File: src/shared/ssc_pkg.sv
/*
 * constants and carrier types of the serial interface block
 * assumes one system clock; pins already synchronous to it
 */
package ssc_pkg;
    // register offsets in data space, and the bias removed for short io access
    localparam logic [7:0] ADDR_CTRL = 8'h4C;
    localparam logic [7:0] ADDR_STAT = 8'h4D;
    localparam logic [7:0] ADDR_DATA = 8'h4E;
    localparam logic [7:0] IO_BIAS = 8'h20;
    localparam logic [7:0] CTRL_RESET = 8'h00;
    localparam logic [7:0] STAT_RESET = 8'h00;
    localparam logic [7:0] DATA_RESET = 8'h00;
    // control field positions
    localparam int CTRL_IRQ_EN = 7;
    localparam int CTRL_EN = 6;
    localparam int CTRL_ORDER = 5;
    localparam int CTRL_MASTER = 4;
    localparam int CTRL_CPOL = 3;
    localparam int CTRL_CPHA = 2;
    localparam int CTRL_RATE_HI = 1;
    localparam int CTRL_RATE_LO = 0;
    // status field positions
    localparam int STAT_DONE = 7;
    localparam int STAT_WRITE_COLLISION_FLAG = 6;
    localparam int STAT_DOUBLE = 0;
    // sck half periods in system clocks, indexed by {double, rate}
    localparam logic [6:0] HALF_DIV4 = 7'h02;
    localparam logic [6:0] HALF_DIV16 = 7'h08;
    localparam logic [6:0] HALF_DIV64 = 7'h20;
    localparam logic [6:0] HALF_DIV128 = 7'h40;
    localparam logic [6:0] HALF_DIV2 = 7'h01;
    localparam logic [6:0] HALF_DIV8 = 7'h04;
    localparam logic [6:0] HALF_DIV32 = 7'h10;
    localparam logic [6:0] HALF_DIV64X = 7'h20;
    localparam logic [3:0] LAST_BIT = 4'h7;
    localparam logic [3:0] BYTE_BITS = 4'h8;

    typedef struct packed {
        logic sck;
        logic mosi;
        logic miso;
        logic ss;
    } ssc_pins_t;

    typedef enum logic [2:0] {
        ST_IDLE = 3'b001,
        ST_MASTER = 3'b010,
        ST_SLAVE = 3'b100
    } ssc_state_t;
endpackage

File: src/hdl/ssc_prescaler.sv
/*
 * master sck prescaler: one-cycle tick every half sck period
 * assumes run falls as soon as the master transfer ends
 */
`timescale 1ns/100ps
module ssc_prescaler (
    input wire logic mclk_i,
    input wire logic reset_n_i,
    input wire logic run_i,
    input wire logic [2:0] rate_i,
    output logic tick_o
);
    logic [6:0] cnt;
    logic [6:0] half;
    wire last = (cnt == half - 7'h01);

    always_comb
    begin
        case (rate_i)
            3'b000: half = ssc_pkg::HALF_DIV4;
            3'b001: half = ssc_pkg::HALF_DIV16;
            3'b010: half = ssc_pkg::HALF_DIV64;
            3'b011: half = ssc_pkg::HALF_DIV128;
            3'b100: half = ssc_pkg::HALF_DIV2;
            3'b101: half = ssc_pkg::HALF_DIV8;
            3'b110: half = ssc_pkg::HALF_DIV32;
            default: half = ssc_pkg::HALF_DIV64X;
        endcase
    end

    always_ff @(posedge mclk_i or negedge reset_n_i)
    begin
        if (!reset_n_i)
        begin
            cnt <= 7'h00;
            tick_o <= 1'b0;
        end
        else
        begin
            cnt <= (!run_i || last) ? 7'h00 : cnt + 7'h01;
            tick_o <= run_i && last;
        end
    end
endmodule

File: src/hdl/ssc_core.sv
/*
 * serial peripheral interface with slave select handling,
 * four data modes, bit order, master prescaler and status flags
 * assumes pins are synchronous to mclk_i; direction and port bits come from the port logic
 */
// Behaviour
// - slave, select low: active, miso per direction
// - slave, select high: passive, all pins input
// - select rising resets bit counter, drops partial
// - master, select output: plain port pin
// - select low in master: drop to slave
// - that drop sets done flag, may interrupt
// - drive and sample on opposite sck edges
// - four modes from polarity and phase
// - polarity sets sck idle level
// - phase picks leading or trailing sample
// - order bit one sends lsb first
// - nothing happens unless enable set
// - interrupt when enable, flag, global set
// - master bit selects master or slave
// - control at 0x4C, io offset minus 0x20
// - rate bits and double divide master sck
// - done flag set, cleared by vector or sequence
// - write during transfer sets collision flag
// - data write starts, read gives receive buffer
`timescale 1ns/100ps
module ssc_core (
    input wire logic mclk_i,
    input wire logic reset_n_i,
    input wire logic [7:0] addr_i,
    input wire logic io_space_i,
    input wire logic wr_i,
    input wire logic rd_i,
    input wire logic [7:0] wdata_i,
    output logic [7:0] rdata_o,
    input wire logic gie_i,
    input wire logic irq_ack_i,
    output logic irq_o,
    input wire ssc_pkg::ssc_pins_t pin_in_i,
    input wire ssc_pkg::ssc_pins_t pin_ddr_i,
    input wire ssc_pkg::ssc_pins_t pin_port_i,
    output ssc_pkg::ssc_pins_t pin_out_o,
    output ssc_pkg::ssc_pins_t pin_oe_n_o
);
    logic [7:0] ctrl;
    logic dbl;
    logic done_flag;
    logic write_collision_flag;
    logic armed;
    logic [7:0] rxbuf;
    logic [7:0] sh;
    logic out_bit;
    logic [3:0] cnt;
    logic sck_q;
    logic sck_prev;
    logic tick;
    ssc_pkg::ssc_state_t st;
    ssc_pkg::ssc_state_t next_st;

    // address decode, data space or short io space
    wire [7:0] base = io_space_i ? addr_i + ssc_pkg::IO_BIAS : addr_i;
    wire hit_ctrl = base == ssc_pkg::ADDR_CTRL;
    wire hit_stat = base == ssc_pkg::ADDR_STAT;
    wire hit_data = base == ssc_pkg::ADDR_DATA;
    wire wr_data = wr_i && hit_data;
    wire data_acc = (wr_i || rd_i) && hit_data;
    wire stat_rd = rd_i && hit_stat;

    wire en = ctrl[ssc_pkg::CTRL_EN];
    wire mst = ctrl[ssc_pkg::CTRL_MASTER];
    wire cpol = ctrl[ssc_pkg::CTRL_CPOL];
    wire cpha = ctrl[ssc_pkg::CTRL_CPHA];
    wire lsb = ctrl[ssc_pkg::CTRL_ORDER];
    wire in_master = st == ssc_pkg::ST_MASTER;
    wire in_slave = st == ssc_pkg::ST_SLAVE;

    wire mode_fault = en && mst && !pin_ddr_i.ss && !pin_in_i.ss;
    wire slave_sel = en && !mst && !pin_in_i.ss;
    wire busy = in_master || (in_slave && cnt != 4'h0);
    wire start_m = wr_data && !busy && en && mst && !mode_fault;

    // leading edge leaves the idle level, trailing edge returns to it
    wire m_lead = in_master && tick && (sck_q == cpol);
    wire m_trail = in_master && tick && (sck_q != cpol);
    wire s_lead = in_slave && (sck_prev == cpol) && (pin_in_i.sck != cpol);
    wire s_trail = in_slave && (sck_prev != cpol) && (pin_in_i.sck == cpol);
    wire lead = m_lead || s_lead;
    wire trail = m_trail || s_trail;
    wire sample_e = cpha ? trail : lead;
    wire setup_e = cpha ? lead : trail;
    wire rx_bit = in_master ? pin_in_i.miso : pin_in_i.mosi;
    wire head = lsb ? sh[0] : sh[7];
    wire w_head = lsb ? wdata_i[0] : wdata_i[7];
    wire [7:0] shifted = lsb ? {rx_bit, sh[7:1]} : {sh[6:0], rx_bit};
    wire done = sample_e && cnt == ssc_pkg::LAST_BIT;
    wire m_end = m_trail && ((sample_e && cnt == ssc_pkg::LAST_BIT) || cnt == ssc_pkg::BYTE_BITS);

    wire done_set = done || mode_fault;
    wire flag_clr = armed && data_acc;
    wire next_done = done_set || (done_flag && !(irq_ack_i || flag_clr));
    wire next_write_collision_flag = (wr_data && busy) || (write_collision_flag && !flag_clr);
    wire [7:0] stat_val = {done_flag, write_collision_flag, 5'h00, dbl};
    wire [7:0] next_rdata = !rd_i ? 8'h00 : hit_ctrl ? ctrl : hit_stat ? stat_val : hit_data ? rxbuf : 8'h00;

    // pin overrides while enabled, port control otherwise
    ssc_pkg::ssc_pins_t drv;
    ssc_pkg::ssc_pins_t val;
    assign drv.mosi = en ? mst && pin_ddr_i.mosi : pin_ddr_i.mosi;
    assign drv.sck = en ? mst && pin_ddr_i.sck : pin_ddr_i.sck;
    assign drv.miso = en ? !mst && pin_ddr_i.miso && !pin_in_i.ss : pin_ddr_i.miso;
    assign drv.ss = en ? mst && pin_ddr_i.ss : pin_ddr_i.ss;
    assign val.mosi = (en && mst) ? out_bit : pin_port_i.mosi;
    assign val.sck = (en && mst) ? sck_q : pin_port_i.sck;
    assign val.miso = (en && !mst) ? out_bit : pin_port_i.miso;
    assign val.ss = pin_port_i.ss;

    ssc_prescaler u_prescaler (
        .mclk_i(mclk_i),
        .reset_n_i(reset_n_i),
        .run_i(in_master && !m_end),
        .rate_i({dbl, ctrl[ssc_pkg::CTRL_RATE_HI], ctrl[ssc_pkg::CTRL_RATE_LO]}),
        .tick_o(tick)
    );

    always_comb
    begin
        next_st = st;
        case (st)
            ssc_pkg::ST_IDLE:
            begin
                if (start_m)
                    next_st = ssc_pkg::ST_MASTER;
                else if (slave_sel)
                    next_st = ssc_pkg::ST_SLAVE;
            end
            ssc_pkg::ST_MASTER:
            begin
                if (!en || !mst || mode_fault || m_end)
                    next_st = ssc_pkg::ST_IDLE;
            end
            ssc_pkg::ST_SLAVE:
            begin
                if (!slave_sel)
                    next_st = ssc_pkg::ST_IDLE;
            end
            default: next_st = ssc_pkg::ST_IDLE;
        endcase
    end

    always_ff @(posedge mclk_i or negedge reset_n_i)
    begin
        if (!reset_n_i)
        begin
            st <= ssc_pkg::ST_IDLE;
            ctrl <= ssc_pkg::CTRL_RESET;
            dbl <= 1'b0;
            done_flag <= 1'b0;
            write_collision_flag <= 1'b0;
            armed <= 1'b0;
            irq_o <= 1'b0;
            rdata_o <= 8'h00;
            sck_prev <= 1'b0;
        end
        else
        begin
            st <= next_st;
            if (mode_fault)
                ctrl <= ctrl & ~(8'h01 << ssc_pkg::CTRL_MASTER);
            else if (wr_i && hit_ctrl)
                ctrl <= wdata_i;
            if (wr_i && hit_stat)
                dbl <= wdata_i[ssc_pkg::STAT_DOUBLE];
            done_flag <= next_done;
            write_collision_flag <= next_write_collision_flag;
            armed <= stat_rd ? (done_flag || write_collision_flag) : (armed && !data_acc);
            irq_o <= ctrl[ssc_pkg::CTRL_IRQ_EN] && done_flag && gie_i;
            rdata_o <= next_rdata;
            sck_prev <= pin_in_i.sck;
        end
    end

    always_ff @(posedge mclk_i or negedge reset_n_i)
    begin
        if (!reset_n_i)
        begin
            sh <= ssc_pkg::DATA_RESET;
            rxbuf <= ssc_pkg::DATA_RESET;
            out_bit <= 1'b0;
            cnt <= 4'h0;
            sck_q <= 1'b0;
            pin_out_o <= '0;
            pin_oe_n_o <= '1;
        end
        else
        begin
            if (wr_data && !busy)
                sh <= wdata_i;
            else if (sample_e)
                sh <= shifted;
            if (done)
                rxbuf <= shifted;
            if (wr_data && !busy)
                out_bit <= w_head;
            else if (setup_e || (st == ssc_pkg::ST_IDLE && slave_sel))
                out_bit <= head;
            if (next_st == ssc_pkg::ST_IDLE)
                cnt <= 4'h0;
            else if (sample_e)
                cnt <= (in_slave && cnt == ssc_pkg::LAST_BIT) ? 4'h0 : cnt + 4'h1;
            sck_q <= in_master ? (tick ? !sck_q : sck_q) : cpol;
            pin_out_o <= val;
            pin_oe_n_o <= ~drv;
        end
    end
endmodule

File: config.mk
export PLATFORM = sky130hd
export DESIGN_NAME = ssc_core
export DESIGN_NICKNAME = d
export VERILOG_FILES = /design/src/shared/ssc_pkg.sv /design/src/hdl/ssc_prescaler.sv /design/src/hdl/ssc_core.sv
export SDC_FILE = /design/constraint.sdc
export NUM_CORES = 1
export LEC_CHECK = 0
export ABC_CLOCK_PERIOD_IN_PS = 3400
export BUFFER_PORTS_ARGS = -buffer_cell sky130_fd_sc_hd__buf_2
export CAP_MARGIN = 15
export CELL_PAD_IN_SITES_DETAIL_PLACEMENT = 1
export CELL_PAD_IN_SITES_GLOBAL_PLACEMENT = 1
export CORE_UTILIZATION = 48
export DETAILED_ROUTE_END_ITERATION = 16
export GPL_TIMING_DRIVEN = 0
export PLACE_DENSITY = 0.83
export SYNTH_ARGS = -nofsm -noshare
export SYNTH_HDL_FRONTEND = slang
export SYNTH_SLANG_ARGS = --single-unit
export TNS_END_PERCENT = 1
File: constraint.sdc
create_clock -name mclk_i -period 3.4 [get_ports mclk_i]
set_input_delay 0.17 -clock mclk_i [delete_from_list [all_inputs] [get_ports mclk_i]]
set_output_delay 0.17 -clock mclk_i [all_outputs]
set_load 0.02 [all_outputs]
# After elaboration in Yosys (flattened, before gate mapping)
# Cells that the tools add are included.
[totals]
output_inout_bits = 17
regBits = 63
inputBits = 35
elab_cells = 164
[op_classes]
addsub = 4
n_reduce_logical = 74
muxes = 37
bitwise_logic = 2
eq_ne = 22
[op_table]
columns = ["op", "count"]
rows = [
  ["8-bit 2-to-1 mux", 8],
  ["7-bit one-hot mux with 6 select lines", 1],
  ["1-bit logical AND", 40],
  ["8-bit by 7-bit equality test with 1-bit output (second input constant)", 3],
  ["1-bit 2-to-1 mux", 17],
  ["1-bit logical OR", 15],
  ["3-bit equality test (second input constant)", 4],
  ["1-bit zero test", 12],
  ["3-bit 2-to-1 mux", 4],
  ["4-bit 2-to-1 mux", 3],
  ["5-bit 2-to-1 mux", 2],
  ["3-bit by 1-bit equality test with 1-bit output (second input constant)", 3],
  ["3-bit one-hot mux with 3 select lines", 1],
  ["8-bit by 6-bit adder with 8-bit output (second input constant)", 1],
  ["2-bit nonzero test", 4],
  ["7-bit by 1-bit adder with 7-bit output (second input constant)", 1],
  ["7-bit equality test", 1],
  ["7-bit 2-to-1 mux", 1],
  ["7-bit by 1-bit subtractor with 7-bit output (second input constant)", 1],
  ["3-bit by 2-bit equality test with 1-bit output (second input constant)", 2],
  ["4-bit by 1-bit adder with 4-bit output (second input constant)", 1],
  ["4-bit by 3-bit equality test with 1-bit output (second input constant)", 1],
  ["4-bit equality test (second input constant)", 1],
  ["4-bit NOT", 1],
  ["7 further kinds", 11],
]

# Depth between registers and ports, before layout
[logic_depth]
word_depth = 13
depth_mapped = 8
ltp_nobuf = 7

# Hierarchy
# Synthesis repeated with hierarchy kept, for this count alone.
[hier_totals]
cells_unflattened = 314
area_unflattened_um2 = 3427.0
[modules_own_cells]
columns = ["mod", "cells_each", "area_each_um2", "instances", "seq_area_each_um2"]
rows = [
  ["ssc_core", 254, 2866.5, 1, 1382.6],
  ["ssc_prescaler", 60, 560.5, 1, 200.2],
]

# Worst setup path before layout
# Ideal clock, no wire load.
[synth_timing]
path_kind = "register to register"
start = "reg st[0]"
end = "reg rxbuf[7]"
required_time_ns = 3.272
stages_incl_launch_ff = 9
setup_time_ns = 0.128
n_path_buf = 3
arrival_ns = 1.944
slack_ns = 1.328
path_cell_list = "dfstp_2 > buf_6 > nand4bb_2 > nor2_1 > o32a_2 > buf_6 > and2_1 > buf_6 > mux2_1"
[synth_via]
elab_chain_cells = 6
word_cells_on_any_way = 15
classes_between = "eq/ne (2); mux (3); reduce/logical (10)"
[synth_lines]
columns = ["item", "line_no", "source"]
rows = [
  ["start: declaration", "ssc_core.sv:57", "ssc_pkg::ssc_state_t st;"],
  ["start signal: assignment", "ssc_core.sv:154", "st <= ssc_pkg::ST_IDLE;"],
  ["start signal: assignment", "ssc_core.sv:166", "st <= next_st;"],
  ["3-bit by 2-bit equality test with 1-bit output / 3-bit equality test (equally long branches)", "ssc_core.sv:74, ssc_core.sv:75", ""],
  ["1-bit logical AND (on tied branches) (2 in series)", "-", ""],
  ["1-bit logical OR (on tied branches)", "ssc_core.sv:87, ssc_core.sv:88", ""],
  ["1-bit 2-to-1 mux", "ssc_core.sv:89", "wire sample_e = cpha ? trail : lead;"],
  ["1-bit logical AND", "ssc_core.sv:95", "wire done = sample_e && cnt == ssc_pkg::LAST_BIT;"],
  ["end signal: assignment", "ssc_core.sv:187", "rxbuf <= ssc_pkg::DATA_RESET;"],
  ["end signal: assignment", "ssc_core.sv:201", "rxbuf <= shifted;"],
  ["end: declaration", "ssc_core.sv:50", "logic [7:0] rxbuf;"],
]
# Parallel ways exist; a longest one is shown, timed or not.
# A chain may end at the register's enable or synchronous reset.

# Final worst setup path
[layout_timing]
start = "reg cnt[0]"
end = "reg sh[6]"
[layout_via]
elab_chain_cells = 6
word_cells_on_any_way = 7
classes_between = "mux (1); reduce/logical (6)"
[layout_lines]
columns = ["item", "line_no", "source"]
rows = [
  ["start: declaration", "ssc_core.sv:53", "logic [3:0] cnt;"],
  ["start signal: assignment", "ssc_core.sv:209", "cnt <= (in_slave && cnt == ssc_pkg::LAST_BIT) ? 4'h0 : cnt + 4'h1;"],
  ["4-bit nonzero test *", "ssc_core.sv:79", "wire busy = in_master || (in_slave && cnt != 4'h0);"],
  ["1-bit logical AND *", "ssc_core.sv:79", ""],
  ["1-bit logical OR *", "ssc_core.sv:79", ""],
  ["1-bit zero test *", "ssc_core.sv:196", "if (wr_data && !busy)"],
  ["1-bit logical AND *", "ssc_core.sv:196", ""],
  ["8-bit 2-to-1 mux / 2-bit nonzero test (equally long branches)", "-", ""],
  ["end signal: assignment", "ssc_core.sv:186", "sh <= ssc_pkg::DATA_RESET;"],
  ["end signal: assignment", "ssc_core.sv:197", "sh <= wdata_i;"],
  ["end signal: assignment", "ssc_core.sv:199", "sh <= shifted;"],
  ["end: declaration", "ssc_core.sv:51", "logic [7:0] sh;"],
]
# Mark *: on every way between the ends. The rest lies on a longest branch, timed or not.

==> results.json <==
{
  "num_vias": 2620,
  "path_depth": 7,
  "cts_tree": "built",
  "gp_congestion": 0.782,
  "drc_errors": 0,
  "numCtsBuffers": 9,
  "synthAdderAreaFrac_pct": 1.49,
  "cp_num_buf_inv": 2,
  "grt_start_max_net_pins": 64,
  "viasPerCell": 5.76,
  "initial_utilization_pct": 49.6,
  "clockRootBuffer": "clkbuf_8",
  "power_density_nw_per_um2": 420,
  "synth_top_family_by_area": "simple AND/OR/NAND/NOR gates",
  "path_cells": "inv_1 -> ha_1 -> or3b_2 -> a21oi_1 -> o211ai_1 -> clkbuf_1 -> mux2_2",
  "grtUsageTotal_pct": 24.5,
  "ys.flop_type": "dfrtp_1",
  "worstMarginPinSlew_ns": 0.976,
  "async_flop_share_pct": 100,
  "io_buffers": 51,
  "io_pins": 52,
  "crit_end": "sh[6]",
  "run_status": "complete, no violations",
  "synthSimpleGateAreaFrac_pct": 17.8,
  "dr.pass1.iters": 4,
  "num-fill-cells": 766,
  "post-cts-setup-buffers": 0,
  "hold_violations": 0,
  "cts.sinks": 63,
  "cts.hold.buffers_added": 7,
  "chipHeight_um": 85.5,
  "worst-r2r-cell-count": 7,
  "ys_ff_latch": 63,
  "finish.utilization_pct": 58.5,
  "p_int_uw": 1210,
  "drive_above_1_share_pct": 32.5,
  "seq_power_share_pct": 50.1,
  "rsz0062_at_grt": "no",
  "grt_overflow": 0,
  "slowest_stage": "o211ai_1",
  "r2r-end": "sh[6]",
  "wl_um": 8260,
  "h-tree-depth": 3,
  "p_leak_uw": 0.00181,
  "syn_area_um2": 3350,
  "num_antenna_cells": 0,
  "synth-edff-count": 0,
  "synth_compound_area_share_pct": 11.4,
  "combPwrFrac_pct": 13.8,
  "layout_commonest_cell": "dfrtp_1",
  "power.switching_uw": 447,
  "coreArea_um2": 6760,
  "design_area_um2": 3950,
  "postPlaceCellArea_um2": 3710,
  "fp.dieArea_um2": 7310,
  "grt_pass1_vias": 2799,
  "start_kind": "register",
  "slew_viol_final": 0,
  "yosysUniqueCellTypes": 62,
  "synth_xor_area_share_pct": 2.35,
  "syn_nets": 340,
  "cts_buffer_depth": 2,
  "slowest_delay_ns": 0.61,
  "setup_tns_ns": 0,
  "hold_class": "primary input to register",
  "min_period_ns": 2.56,
  "finalClockSkew_ns": 0.00834,
  "syn-mean-instance-area_um2": 11.1,
  "drt_first_iter_violations": 105,
  "clkLatencyLatePin_ns": 0.34,
  "path_delay_family": "compound AO/OA/AOI/OAI gates",
  "rrSetupSlack_ns": 0.84,
  "endpoint_kind": "register",
  "clkPwrFrac_pct": 36.1,
  "nets": 409,
  "hpwl_um": 5830,
  "timing.fmax_mhz": 391,
  "max_cap_viol_count": 0,
  "grt_antenna_before_repair": 0,
  "area_growth_pct": 18.0,
  "r2r_start": "cnt[0]",
  "critical_path_arrival_ns": 2.79,
  "grt_pass1_wl_um": 13700,
  "critical_path_required_ns": 3.63,
  "slew_headroom_pct": 34.8,
  "die_w_um": 85.5,
  "worstPathMaxFanout": 10,
  "postSynthCellCount": 301,
  "hold_start": "pin_port_i[1]",
  "seq_area_frac_synth_pct": 47.3,
  "wire_per_inst_um": 18.2,
  "path_clk_slew_ns": 0.07,
  "rows": 30,
  "p_sw_share_pct": 26.9,
  "ir_drop_uv": 241,
  "synth_mux_area_share_pct": 16.3,
  "layout_common_cells": "58 x dfrtp_1, 50 x buf_2, 30 x mux2_2",
  "worstSetupPathType": "register to register",
  "fin_crit_sh_pct": 75.3,
  "setup_viol": 0,
  "antenna_left": 0,
  "cp-startpoint": "cnt[0]",
  "yosysWarningCount": 0,
  "cts_resized": 0
}
## worst min path at each step
stage | to | depth (start not counted)
4_1_cts | pin_out_o[1] | 2
2_1_floorplan | armed | 0
5_1_grt | pin_out_o[2] | 2
3_3_place_gp | pin_out_o[0] | 1
3_5_place_dp | pin_out_o[0] | 1
6_report | pin_out_o[1] | 2
## synthesized netlist by cell type (6+ instances only)
| master | instances | share of area (%) |
|---|---|---|
| mux2_2 | 30 | 10 |
| nor2b_1 | 6 | 1.1 |
| o21ai_0 | 10 | 1.5 |
| nand2_1 | 15 | 1.7 |
| dfrtp_1 | 58 | 43 |
| nor2_1 | 24 | 2.7 |
| mux2i_1 | 14 | 4.2 |
| a21oi_1 | 15 | 2.2 |
| inv_1 | 9 | 1.0 |
| mux2_1 | 6 | 2.0 |
| xnor2_1 | 6 | 1.6 |
| nor3_1 | 8 | 1.2 |
| nand2b_1 | 7 | 1.3 |
| nand3_1 | 8 | 1.2 |
## routing by layer
metal / GRT usage [%] / part of all wire (%) / vias up
met4: 8.79 / 1.6 / 0
met5: 0 / 0 / -
met3: 5.29 / 3.1 / 10
met1: 30.8 / 45 / 1327
met2: 41.8 / 50 / 48
li1: - / - / 1235
## power groups by stage
stage / sequential (uW) / clock [uW] / combinational (uW)
floorplan: 838 / 0 / 140
global placement: 843 / 0 / 214
detailed placement: 845 / 0 / 223
CTS: 831 / 612 / 231
global route: 836 / 642 / 253
finish: 830 / 599 / 230
## registers in the layout, summed over array words and instances, names as in the netlist, 3 cells and up
signal           cells
ctrl                 8
rdata_o              8
rxbuf                8
sh                   8
u_prescaler.cnt      7
cnt                  4
pin_oe_n_o           4
pin_out_o            4
st                   3
## logic make-up after synthesis
kind of cell	count (synthesis)
muxes	50
AOI/OAI and AO/OA	53
and+or+nand+nor	102
DFF	63
buffers and inverters	20
adders and majority gates	4
xor gates and xnor gates	9
## area by class of cell
cell class,count,area [um2],share of cell area (%)
Timing Repair Buffer,58,328,8.29
Inverter,9,33.8,0.855
Buffer,11,78.8,1.99
Clock buffer,13,159,4.02
Tap cell,80,100,2.53
Clock inverter,3,17.5,0.443
Multi-Input combinational cell,218,1650,41.8
Sequential cell,63,1580,40.0
## per-stage QoR
stage	total power, uW	hold slack [ns]	std cells	worst slack [ns]
after global routing	1730	0.0591	455	0.697
after detailed placement	1070	0.283	432	0.916
after CTS	1670	0.0473	455	0.884
final	1660	0.0620	455	0.840
after floorplan	978	-0.126	301	1.33
after global placement	1060	0.280	432	0.973
Note: power is estimated with default switching activity, not from simulation.
